==> src/inc/sdst_pkg.sv <==
// shared constants of the session transfer command block
// assumes a byte-wide command/response transport around it
package sdst_pkg;

    // ------------------------------------------------
    // first parameter byte (session control)
    // ------------------------------------------------
    localparam int P1_SESS_HI = 7;
    localparam int P1_SESS_LO = 6;
    localparam int P1_DATA = 2;
    localparam int P1_ABORT = 1;
    localparam int P1_RETX = 0;

    // ------------------------------------------------
    // second status byte of the ongoing answer
    // ------------------------------------------------
    localparam int SW2_RESEND = 4;
    localparam int SW2_PROACT = 3;
    localparam int SW2_SESS_HI = 2;
    localparam int SW2_SESS_LO = 1;
    localparam int SW2_MORE = 0;

    // ------------------------------------------------
    // status codes and tlv coding
    // ------------------------------------------------
    localparam logic [7:0] SW1_ONGOING = 8'h92;
    localparam logic [15:0] SW_NO_MEM = 16'h6a84;
    localparam logic [7:0] TAG_SC = 8'h80;
    localparam logic [7:0] LEN_LONG = 8'h81;
    localparam logic [7:0] LEN_SHORT_MAX = 8'h7f;

    // ------------------------------------------------
    // sizes and reset values
    // ------------------------------------------------
    localparam int NUM_SESS = 4;
    localparam int FIFO_DEPTH = 32;
    localparam logic [7:0] BYTE_RST = 8'h00;

    typedef enum logic [3:0] {
        ST_IDLE, ST_TAG, ST_LEN1, ST_LEN2, ST_VAL, ST_DRAIN,
        ST_RWAIT, ST_RL1, ST_RL2, ST_RPAY, ST_SW
    } sdst_state_e;

endpackage : sdst_pkg

==> src/sdst_core.sv <==
// card-side session transfer command interpreter
// assumes the transport hands over parameter bytes and data bytes
// on the same clock; the application drains and sources payload
//
// Overview of operation
// - session number in p1 bits b8 b7
// - p1 b3 set means command carries data
// - p1 b2 clear continues, set aborts session
// - p1 b1 asks card to repeat response
// - p2 counts blocks terminal still sends
// - tlv tag one to three, length one-two
// - length below 128 short, else 81 prefix
// - only tag 80 defined, others reserved
// - normal answer is 92 with flag byte
// - sw2 b5 asks next or resend block
// - sw2 b4 flags pending proactive message
// - sw2 b3 b2 give pending block session
// - sw2 b1 set means more data pending
// - status 6a84 aborts the session
// - response data starts only on a command with neither data nor abort bit
// - response tlv uses session tag and format
// - data bit selects data or response form
// - four sessions interleave by session number
`timescale 1ns/1ps
`default_nettype none
module sdst_core #(
    parameter int DEPTH = sdst_pkg::FIFO_DEPTH
) (
    // clock and reset
    input wire logic clk,
    input wire logic rst_n,
    // command header
    input wire logic cmd_valid,
    output logic cmd_ready,
    input wire logic [7:0] cmd_p1,
    input wire logic [7:0] cmd_p2,
    // command data bytes
    input wire logic cd_valid,
    output logic cd_ready,
    input wire logic [7:0] cd_byte,
    input wire logic cd_last,
    // received value bytes toward the application
    output logic rx_valid,
    input wire logic rx_ready,
    output logic [7:0] rx_byte,
    output logic [1:0] rx_sess,
    // response payload from the application
    output logic tx_req,
    output logic [1:0] tx_sess,
    output logic tx_retx,
    input wire logic tx_valid,
    output logic tx_ready,
    input wire logic [7:0] tx_len,
    input wire logic [7:0] tx_byte,
    // response bytes toward the transport
    output logic rsp_valid,
    input wire logic rsp_ready,
    output logic [7:0] rsp_byte,
    // status words
    output logic sw_valid,
    output logic [7:0] sw1,
    output logic [7:0] sw2,
    // application state
    input wire logic [sdst_pkg::NUM_SESS-1:0] app_pend,
    input wire logic app_proactive,
    input wire logic app_no_mem,
    // session state
    output logic [sdst_pkg::NUM_SESS-1:0] sess_active,
    output logic [sdst_pkg::NUM_SESS-1:0] sess_abort,
    output logic [7:0] blocks_left
);
    import sdst_pkg::*;

    // ------------------------------------------------
    // state
    // ------------------------------------------------
    sdst_state_e st_q;
    logic [1:0] sess_q;
    logic data_q;
    logic abort_q;
    logic retx_q;
    logic err_q;
    logic [7:0] cnt_q;
    logic [7:0] p2_q;
    logic rsp_valid_q;
    logic [7:0] rsp_byte_q;
    logic sw_valid_q;
    logic [7:0] sw1_q;
    logic [7:0] sw2_q;
    logic [NUM_SESS-1:0] act_q;
    logic [NUM_SESS-1:0] abt_q;

    // ------------------------------------------------
    // helpers
    // ------------------------------------------------
    // first length byte: short form or the long-form prefix
    function automatic logic [7:0] len_first(input logic [7:0] n);
        return (n > LEN_SHORT_MAX) ? LEN_LONG : n;
    endfunction : len_first

    // pending session: own session first, else lowest pending one
    function automatic logic [1:0] pick(input logic [3:0] p,
                                        input logic [1:0] own);
        logic [1:0] r;
        r = own;
        if (!p[own])
        begin
            for (int i = NUM_SESS - 1; i >= 0; i--)
                if (p[i])
                    r = 2'(i);
        end
        return r;
    endfunction : pick

    // ------------------------------------------------
    // decode
    // ------------------------------------------------
    wire take_cmd = cmd_valid && cmd_ready;
    wire [1:0] p1_sess = cmd_p1[P1_SESS_HI:P1_SESS_LO];
    wire p1_data = cmd_p1[P1_DATA];
    wire p1_abort = cmd_p1[P1_ABORT];
    // retransmit has no meaning on a data command
    wire p1_retx = cmd_p1[P1_RETX] && !p1_data;
    wire out_free = !rsp_valid_q || rsp_ready;
    wire fifo_in_ready;
    wire parse_st = (st_q == ST_TAG) || (st_q == ST_LEN1) ||
                    (st_q == ST_LEN2) || (st_q == ST_DRAIN);
    wire take_cd = cd_valid && cd_ready;
    wire push = take_cd && (st_q == ST_VAL);
    wire tag_bad = (cd_byte != TAG_SC);
    wire len_short = (cd_byte <= LEN_SHORT_MAX);
    wire len_long = (cd_byte == LEN_LONG);
    wire take_tx = tx_valid && tx_ready;
    wire [1:0] pend_sess = pick(app_pend, sess_q);
    wire more = |app_pend;
    wire no_mem = data_q && !abort_q && app_no_mem;
    wire [7:0] sw2_ok = {3'b000, err_q, app_proactive,
                         pend_sess, more};
    wire done = !more && (p2_q == 8'h00);

    assign cmd_ready = (st_q == ST_IDLE);
    // back-pressure from the fifo stalls the data bytes
    assign cd_ready = parse_st || ((st_q == ST_VAL) && fifo_in_ready);
    assign tx_req = (st_q == ST_RWAIT);
    assign tx_ready = (st_q == ST_RPAY) && out_free;
    assign tx_sess = sess_q;
    assign tx_retx = retx_q;
    assign rsp_valid = rsp_valid_q;
    assign rsp_byte = rsp_byte_q;
    assign sw_valid = sw_valid_q;
    assign sw1 = sw1_q;
    assign sw2 = sw2_q;
    assign sess_active = act_q;
    assign sess_abort = abt_q;
    assign blocks_left = p2_q;

    // ------------------------------------------------
    // receive fifo
    // ------------------------------------------------
    sdst_fifo #(
        .W(10),
        .D(DEPTH)
    ) u_rx_fifo (
        .clk(clk),
        .rst_n(rst_n),
        .in_valid(push),
        .in_data({sess_q, cd_byte}),
        .in_ready(fifo_in_ready),
        .out_valid(rx_valid),
        .out_data({rx_sess, rx_byte}),
        .out_ready(rx_ready)
    );

    // ------------------------------------------------
    // command sequencer
    // ------------------------------------------------
    always_ff @(posedge clk)
    begin
        if (!rst_n)
        begin
            st_q <= ST_IDLE;
            sess_q <= 2'b00;
            data_q <= 1'b0;
            abort_q <= 1'b0;
            retx_q <= 1'b0;
            err_q <= 1'b0;
            cnt_q <= BYTE_RST;
            p2_q <= BYTE_RST;
        end
        else
        begin
            unique case (st_q)
                ST_IDLE:
                    if (take_cmd)
                    begin
                        sess_q <= p1_sess;
                        data_q <= p1_data;
                        abort_q <= p1_abort;
                        retx_q <= p1_retx;
                        err_q <= 1'b0;
                        p2_q <= cmd_p2;
                        if (p1_abort)
                            st_q <= ST_SW;
                        else if (p1_data)
                            st_q <= ST_TAG;
                        else if (app_pend[p1_sess] || p1_retx)
                            st_q <= ST_RWAIT;
                        else
                            st_q <= ST_SW;
                    end
                ST_TAG:
                    if (take_cd)
                    begin
                        err_q <= tag_bad;
                        if (cd_last)
                        begin
                            err_q <= 1'b1;
                            st_q <= ST_SW;
                        end
                        else
                            st_q <= tag_bad ? ST_DRAIN : ST_LEN1;
                    end
                ST_LEN1:
                    if (take_cd)
                    begin
                        cnt_q <= cd_byte;
                        if (len_short && cd_last)
                        begin
                            err_q <= (cd_byte != 8'h00);
                            st_q <= ST_SW;
                        end
                        else if (len_short && cd_byte != 8'h00)
                            st_q <= ST_VAL;
                        else if (len_long && !cd_last)
                            st_q <= ST_LEN2;
                        else
                        begin
                            err_q <= 1'b1;
                            st_q <= cd_last ? ST_SW : ST_DRAIN;
                        end
                    end
                ST_LEN2:
                    if (take_cd)
                    begin
                        cnt_q <= cd_byte;
                        // long form only for 128 and up
                        if (len_short || cd_last)
                        begin
                            err_q <= 1'b1;
                            st_q <= cd_last ? ST_SW : ST_DRAIN;
                        end
                        else
                            st_q <= ST_VAL;
                    end
                ST_VAL:
                    if (take_cd)
                    begin
                        cnt_q <= cnt_q - 8'h01;
                        if (cnt_q == 8'h01)
                        begin
                            err_q <= !cd_last;
                            st_q <= cd_last ? ST_SW : ST_DRAIN;
                        end
                        else if (cd_last)
                        begin
                            err_q <= 1'b1;
                            st_q <= ST_SW;
                        end
                    end
                ST_DRAIN:
                    if (take_cd && cd_last)
                        st_q <= ST_SW;
                ST_RWAIT:
                    if (tx_valid && out_free)
                    begin
                        cnt_q <= tx_len;
                        st_q <= ST_RL1;
                    end
                ST_RL1:
                    if (out_free)
                    begin
                        if (cnt_q > LEN_SHORT_MAX)
                            st_q <= ST_RL2;
                        else
                            st_q <= (cnt_q == 8'h00) ? ST_SW : ST_RPAY;
                    end
                ST_RL2:
                    if (out_free)
                        st_q <= ST_RPAY;
                ST_RPAY:
                    if (take_tx)
                    begin
                        cnt_q <= cnt_q - 8'h01;
                        if (cnt_q == 8'h01)
                            st_q <= ST_SW;
                    end
                ST_SW:
                    // status follows the last response byte out
                    if (!rsp_valid_q)
                        st_q <= ST_IDLE;
                default:
                    st_q <= ST_IDLE;
            endcase
        end
    end

    // ------------------------------------------------
    // response byte register
    // ------------------------------------------------
    always_ff @(posedge clk)
    begin
        if (!rst_n)
        begin
            rsp_valid_q <= 1'b0;
            rsp_byte_q <= BYTE_RST;
        end
        else if (out_free)
        begin
            rsp_valid_q <= 1'b0;
            if (st_q == ST_RWAIT && tx_valid)
            begin
                rsp_valid_q <= 1'b1;
                rsp_byte_q <= TAG_SC;
            end
            else if (st_q == ST_RL1)
            begin
                rsp_valid_q <= 1'b1;
                rsp_byte_q <= len_first(cnt_q);
            end
            else if (st_q == ST_RL2)
            begin
                rsp_valid_q <= 1'b1;
                rsp_byte_q <= cnt_q;
            end
            else if (take_tx)
            begin
                rsp_valid_q <= 1'b1;
                rsp_byte_q <= tx_byte;
            end
        end
    end

    // ------------------------------------------------
    // status words and session table
    // ------------------------------------------------
    wire sw_go = (st_q == ST_SW) && !rsp_valid_q;

    always_ff @(posedge clk)
    begin
        if (!rst_n)
        begin
            sw_valid_q <= 1'b0;
            sw1_q <= BYTE_RST;
            sw2_q <= BYTE_RST;
            act_q <= '0;
            abt_q <= '0;
        end
        else
        begin
            sw_valid_q <= sw_go;
            abt_q <= '0;
            if (take_cmd && !p1_abort)
                act_q[p1_sess] <= 1'b1;
            if (sw_go)
            begin
                if (no_mem)
                    {sw1_q, sw2_q} <= SW_NO_MEM;
                else
                begin
                    sw1_q <= SW1_ONGOING;
                    sw2_q <= sw2_ok;
                end
                if (no_mem || abort_q)
                begin
                    act_q[sess_q] <= 1'b0;
                    abt_q[sess_q] <= 1'b1;
                end
                else if (done)
                    act_q[sess_q] <= 1'b0;
            end
        end
    end
endmodule : sdst_core
`default_nettype wire

==> src/sdst_fifo.sv <==
// flip-flop fifo with valid/ready on both sides
// assumes one clock and a synchronous active-low reset
`timescale 1ns/1ps
`default_nettype none
module sdst_fifo #(
    parameter int W = 10,
    parameter int D = 32
) (
    // clock and reset
    input wire logic clk,
    input wire logic rst_n,
    // fill side
    input wire logic in_valid,
    input wire logic [W-1:0] in_data,
    output logic in_ready,
    // drain side
    output logic out_valid,
    output logic [W-1:0] out_data,
    input wire logic out_ready
);
    localparam int AW = $clog2(D);

    logic [W-1:0] mem_q [D];
    logic [AW-1:0] wr_q;
    logic [AW-1:0] rd_q;
    logic [AW:0] cnt_q;
    wire push = in_valid && in_ready;
    wire pop = out_valid && out_ready;

    assign in_ready = (cnt_q != (AW+1)'(D));
    assign out_valid = (cnt_q != '0);
    assign out_data = mem_q[rd_q];

    // wrap by depth so depths that are not a power of two work too
    function automatic logic [AW-1:0] nxt(input logic [AW-1:0] p);
        return (p == AW'(D - 1)) ? '0 : p + 1'b1;
    endfunction : nxt

    always_ff @(posedge clk)
    begin
        if (push)
            mem_q[wr_q] <= in_data;
    end

    always_ff @(posedge clk)
    begin
        if (!rst_n)
        begin
            wr_q <= '0;
            rd_q <= '0;
            cnt_q <= '0;
        end
        else
        begin
            if (push)
                wr_q <= nxt(wr_q);
            if (pop)
                rd_q <= nxt(rd_q);
            cnt_q <= cnt_q + (AW+1)'(push) - (AW+1)'(pop);
        end
    end
endmodule : sdst_fifo
`default_nettype wire
==> config.mk <==
export PLATFORM = sky130hd
export DESIGN_NAME = sdst_core
export DESIGN_NICKNAME = d
export VERILOG_FILES = /design/src/inc/sdst_pkg.sv /design/src/sdst_core.sv /design/src/sdst_fifo.sv
export SDC_FILE = /design/constraint.sdc
export NUM_CORES = 1
export LEC_CHECK = 0
export BUFFER_PORTS_ARGS = -buffer_cell sky130_fd_sc_hd__buf_2
export CAP_MARGIN = 30
export CORE_MARGIN = 3
export CORE_UTILIZATION = 55
export DETAILED_ROUTE_END_ITERATION = 6
export GPL_TIMING_DRIVEN = 0
export PLACE_DENSITY_LB_ADDON = 0.3
export SYNTH_ARGS = -nofsm -noshare
export SYNTH_HDL_FRONTEND = slang
export SYNTH_SLANG_ARGS = --single-unit
==> constraint.sdc <==
create_clock -name clk -period 3 [get_ports clk]
set_input_delay 0 -clock clk [delete_from_list [all_inputs] [get_ports clk]]
set_output_delay 0 -clock clk [all_outputs]
set_load 0.01 [all_outputs]
==> flow_metrics.py <==
metrics = {
    "placed_design": {
        "hpwlAfterDp_um": 24200,
        "dp_cells": 1551,
        "placement.io_buffers": 106,
        "placed_area_um2": 17500,
        "finalWeightedCongestion": 0.922,
        "place_ws_ns": -0.253,
    },
    "logic_synthesis": {
        "synth_top_cells_by_area": "sky130_fd_sc_hd__edfxtp_1 (59%), sky130_fd_sc_hd__mux4_2 (11%), sky130_fd_sc_hd__dfxtp_1 (8.9%)",
        "synth.yosys.seq_area_share": 0.675,
        "synthesis.area_um2": 16400,
        "yosysTopAreaCell": "sky130_fd_sc_hd__edfxtp_1",
        "synth-edff-count": 320,
        "post-synth-top-area-fraction": 0.586,
        "syn-mean-instance-area_um2": 15.5,
        "synth-warning-count": 0,
        "postSynth.topFlopCell": "sky130_fd_sc_hd__edfxtp_1",
        "yosys.cell_types.count": 69,
        "synthArstFlopShare": 0,
        "synth_seq_cells": 393,
        "synthesis.instances": 1055,
    },
    "grt": {
        "grt.total_usage": 0.250,
        "grt_antenna_before_repair": 0,
        "grt_pass1_wl_um": 59600,
        "grt_start_max_net_pins": 39,
        "globalRouteOverflowTotal": 0,
        "first_global_vias": 10400,
    },
    "timing": {
        "post-route-period-util": 1.03,
        "skew_ns": 0.0121,
        "tightest_pin_transition_ns": 0.959,
        "finalWorstPathRequiredPeriod_ns": 3.08,
        "final.setup.worst_slack_ns": -0.0835,
        "setup_repair_after_global_routing_missed_its_margin": "yes",
        "number_of_slew_limit_violations_in_the_final_report": 0,
        "finalHoldViolCount": 0,
        "finalSetupViolations": 198,
        "slew_headroom": 0.352,
        "max_clock_freq_mhz": 324,
    },
    "detailed_routing": {
        "drt_drc_violations_left": 0,
        "vias_per_cell": 6.07,
        "initialDrtViolationCount": 1006,
        "drt.antenna.violating_nets": 0,
        "drt_pre_antenna_iters": 5,
        "dr_total_vias": 10200,
        "sum_of_routed_wire_length_over_all_layers_um": 39400,
        "routed_wire_length_per_instance_um": 23.5,
    },
    "final_layout": {
        "final_area_um2": 19500,
        "layout.cells.most_common_list": "sky130_fd_sc_hd__edfxtp_1 (320), sky130_fd_sc_hd__buf_2 (116), sky130_fd_sc_hd__mux4_2 (81)",
        "n_antenna_cell": 0,
        "core_util_final": 0.671,
        "syn_to_final_growth_pct": 18.7,
        "layout.nets": 1334,
        "mostFrequentLayoutCell": "sky130_fd_sc_hd__edfxtp_1",
        "finish.cell_count_without_fillers": 1673,
        "layout_cell_share_with_drive_strength_beyond_1": 0.254,
    },
    "setup_path": {
        "critPathKind": "register to register",
        "max_stage_delay_ns": 0.69,
        "rr_worst_depth": 7,
        "critical_path.max_fanout": 10,
        "r2r_end": "u_rx_fifo.mem_q[26][4]",
        "crit-reg2reg-launch": "st_q[2]",
        "critical_path.slowest_cell": "sky130_fd_sc_hd__nor2_2",
        "worst_setup_path_start_kind": "register",
        "cp_top_family": "simple AND/OR/NAND/NOR gates",
        "critical_path.endpoint_type": "register",
        "crit_path_dat_ns": 3.24,
        "reg2reg_slack_ns": -0.08,
        "path_buf_inv": 2,
        "crit_chain": "buf_2 -> nand2b_1 -> nor3_2 -> nand3_1 -> inv_2 -> nand2_1 -> nor2_2",
        "crit_required_ns": 3.16,
    },
    "cts": {
        "insertion_delay_ns": 0.52,
        "clock_tree_from_tritoncts": "yes",
        "cts.sinks": 393,
        "cts_max_level": 2,
        "max-clock-path-buffers": 3,
        "inserted_clock_buffers": 40,
        "cts.clk_slew.worst_paths_ns": 0.06,
        "cts-root-buf": "sky130_fd_sc_hd__clkbuf_16",
    },
    "power_and_ir_drop": {
        "power.static_leakage_nw": 6.65,
        "power.share.combinational": 0.231,
        "pwrdens_nw_per_um2": 759,
        "power.share.sequential": 0.429,
        "clock_network_power_share": 0.340,
        "power_mw": 14.8,
        "switching_share": 0.279,
        "internal_power_mw": 10.7,
        "irDropWorstVdd_uv": 495,
        "p_switching_mw": 4.12,
    },
    "die": {
        "die_area_um2": 31900,
        "start_util": 0.565,
        "die_w_um": 179,
        "num_rows": 62,
        "area_of_the_core_um2": 29000,
        "floorplan.io_pins": 114,
        "fp.dieH_um": 179,
    },
    "worst_hold_path": {
        "path_category_of_the_worst_min_delay_check": "input pin to register",
        "worst_hold_path_ep": "sw2[2]",
        "hold_path.startpoint": "app_pend[2]",
        "min_delay_path_depth": 5,
    },
    "status": {
        "outcome": "finished with violations",
        "violations_in_the_final_reports": "negative setup slack",
    },
    "flow_run": {
        "max_cap_violations": 0,
    },
}
==> worst max path at each step <==
stage | end | startpoint | depth (start not counted)
3_3_place_gp | u_rx_fifo.mem_q[24][3] | st_q[2] | 7
2_1_floorplan | u_rx_fifo.cnt_q[4] | u_rx_fifo.cnt_q[2] | 14
5_1_grt | u_rx_fifo.mem_q[7][7] | st_q[2] | 7
6_report | u_rx_fifo.mem_q[26][4] | st_q[2] | 7
4_1_cts | u_rx_fifo.mem_q[27][4] | st_q[2] | 7
3_5_place_dp | u_rx_fifo.mem_q[31][4] | st_q[2] | 7
==> metal layers <==
layer,up-vias,share of wire,GRT usage
met5,-,0,0
met4,0,0.026,0.0734
met3,84,0.076,0.0489
met2,450,0.50,0.421
met1,5096,0.40,0.334
li1,4522,-,-
==> worst register-to-register path, cell delays in order (launching register included) <==
cell                       delay [ns]
sky130_fd_sc_hd__dfxtp_1         0.34
sky130_fd_sc_hd__buf_2           0.21
sky130_fd_sc_hd__nand2b_1        0.16
sky130_fd_sc_hd__nor3_2          0.31
sky130_fd_sc_hd__nand3_1         0.32
sky130_fd_sc_hd__inv_2           0.23
sky130_fd_sc_hd__nand2_1         0.44
sky130_fd_sc_hd__nor2_2          0.70
==> state kept, by name, indices dropped and copies added, names as in the netlist, 3 cells and up, named ones only <==
name and cells:
rsp_byte 8, sess_active 4, cnt_q 8, st_q 4, blocks_left 8, u_rx_fifo.mem_q 320
u_rx_fifo.wr_q 5, u_rx_fifo.rd_q 5, sw2 5, sw1 3, sess_abort 4, u_rx_fifo.cnt_q 6
==> logic make-up after synthesis <==
logic type | share of synthesized area
adders and majority gates | 0.0157
DFF | 0.675
other | 0.000229
muxes | 0.144
xor gates and xnor gates | 0.00427
buffers and inverters | 0.0240
and+or+nand+nor | 0.0742
AOI/OAI and AO/OA | 0.0627
==> through the flow <==
step	TNS [ns]	hold slack [ns]
after floorplan	0	0.0989
after global placement	-59.89	0.241
after detailed placement	-49.06	0.246
after CTS	-21.66	0.0556
after global routing	-54.57	0.111
final	-8.01	0.0621
==> synthesized netlist by cell type, types with 6 or more instances <==
| master | number |
|---|---|
| sky130_fd_sc_hd__edfxtp_1 | 320 |
| sky130_fd_sc_hd__nor2_1 | 97 |
| sky130_fd_sc_hd__mux4_2 | 81 |
| sky130_fd_sc_hd__dfxtp_1 | 73 |
| sky130_fd_sc_hd__nand2_1 | 71 |
| sky130_fd_sc_hd__mux2i_1 | 53 |
| sky130_fd_sc_hd__a21oi_1 | 44 |
| sky130_fd_sc_hd__clkbuf_1 | 29 |
| sky130_fd_sc_hd__inv_1 | 27 |
| sky130_fd_sc_hd__o21ai_0 | 27 |
| sky130_fd_sc_hd__ha_1 | 19 |
| sky130_fd_sc_hd__buf_2 | 16 |
| sky130_fd_sc_hd__nor3_1 | 15 |
| sky130_fd_sc_hd__nand3_1 | 14 |
| sky130_fd_sc_hd__a221oi_1 | 12 |
| sky130_fd_sc_hd__a22oi_1 | 11 |
| sky130_fd_sc_hd__nand2b_1 | 11 |
| sky130_fd_sc_hd__a22o_1 | 10 |
| sky130_fd_sc_hd__buf_4 | 9 |
| sky130_fd_sc_hd__a31oi_1 | 8 |
| sky130_fd_sc_hd__a2bb2oi_1 | 7 |
| sky130_fd_sc_hd__nand3b_1 | 7 |
| sky130_fd_sc_hd__nor2b_1 | 6 |
| sky130_fd_sc_hd__o22ai_1 | 6 |
| sky130_fd_sc_hd__xnor2_1 | 6 |
==> layout make-up <==
type                    count  area (µm²)
clock buffers              50        1060
clock inverters            21         259
well taps                 384         480
flip-flops and latches    393       11100
fillers                  1970        9560
repair buffers            160        1110
multi-input cells         577        5060
inverters                  28         105
plain buffers              60         312
==> power by group through the flow <==
stage               logic, mW  clock network [mW]  registers, mW
floorplan                2.27                   0           6.44
global placement         3.18                   0           6.47
detailed placement       3.28                   0           6.44
CTS                      3.38                5.09           6.33
global route             3.73                5.29           6.36
finish                   3.41                5.02           6.34
==> what timing repair did <==
item	4_1_cts	5_1_grt
resized for setup	27	28
hold buffers	47	0
pin swaps	0	2
setup buffers	0	2
setup endpoints to repair	320	319
endpoints found under the hold margin	51	0
Power figures use the tool's default switching activity.
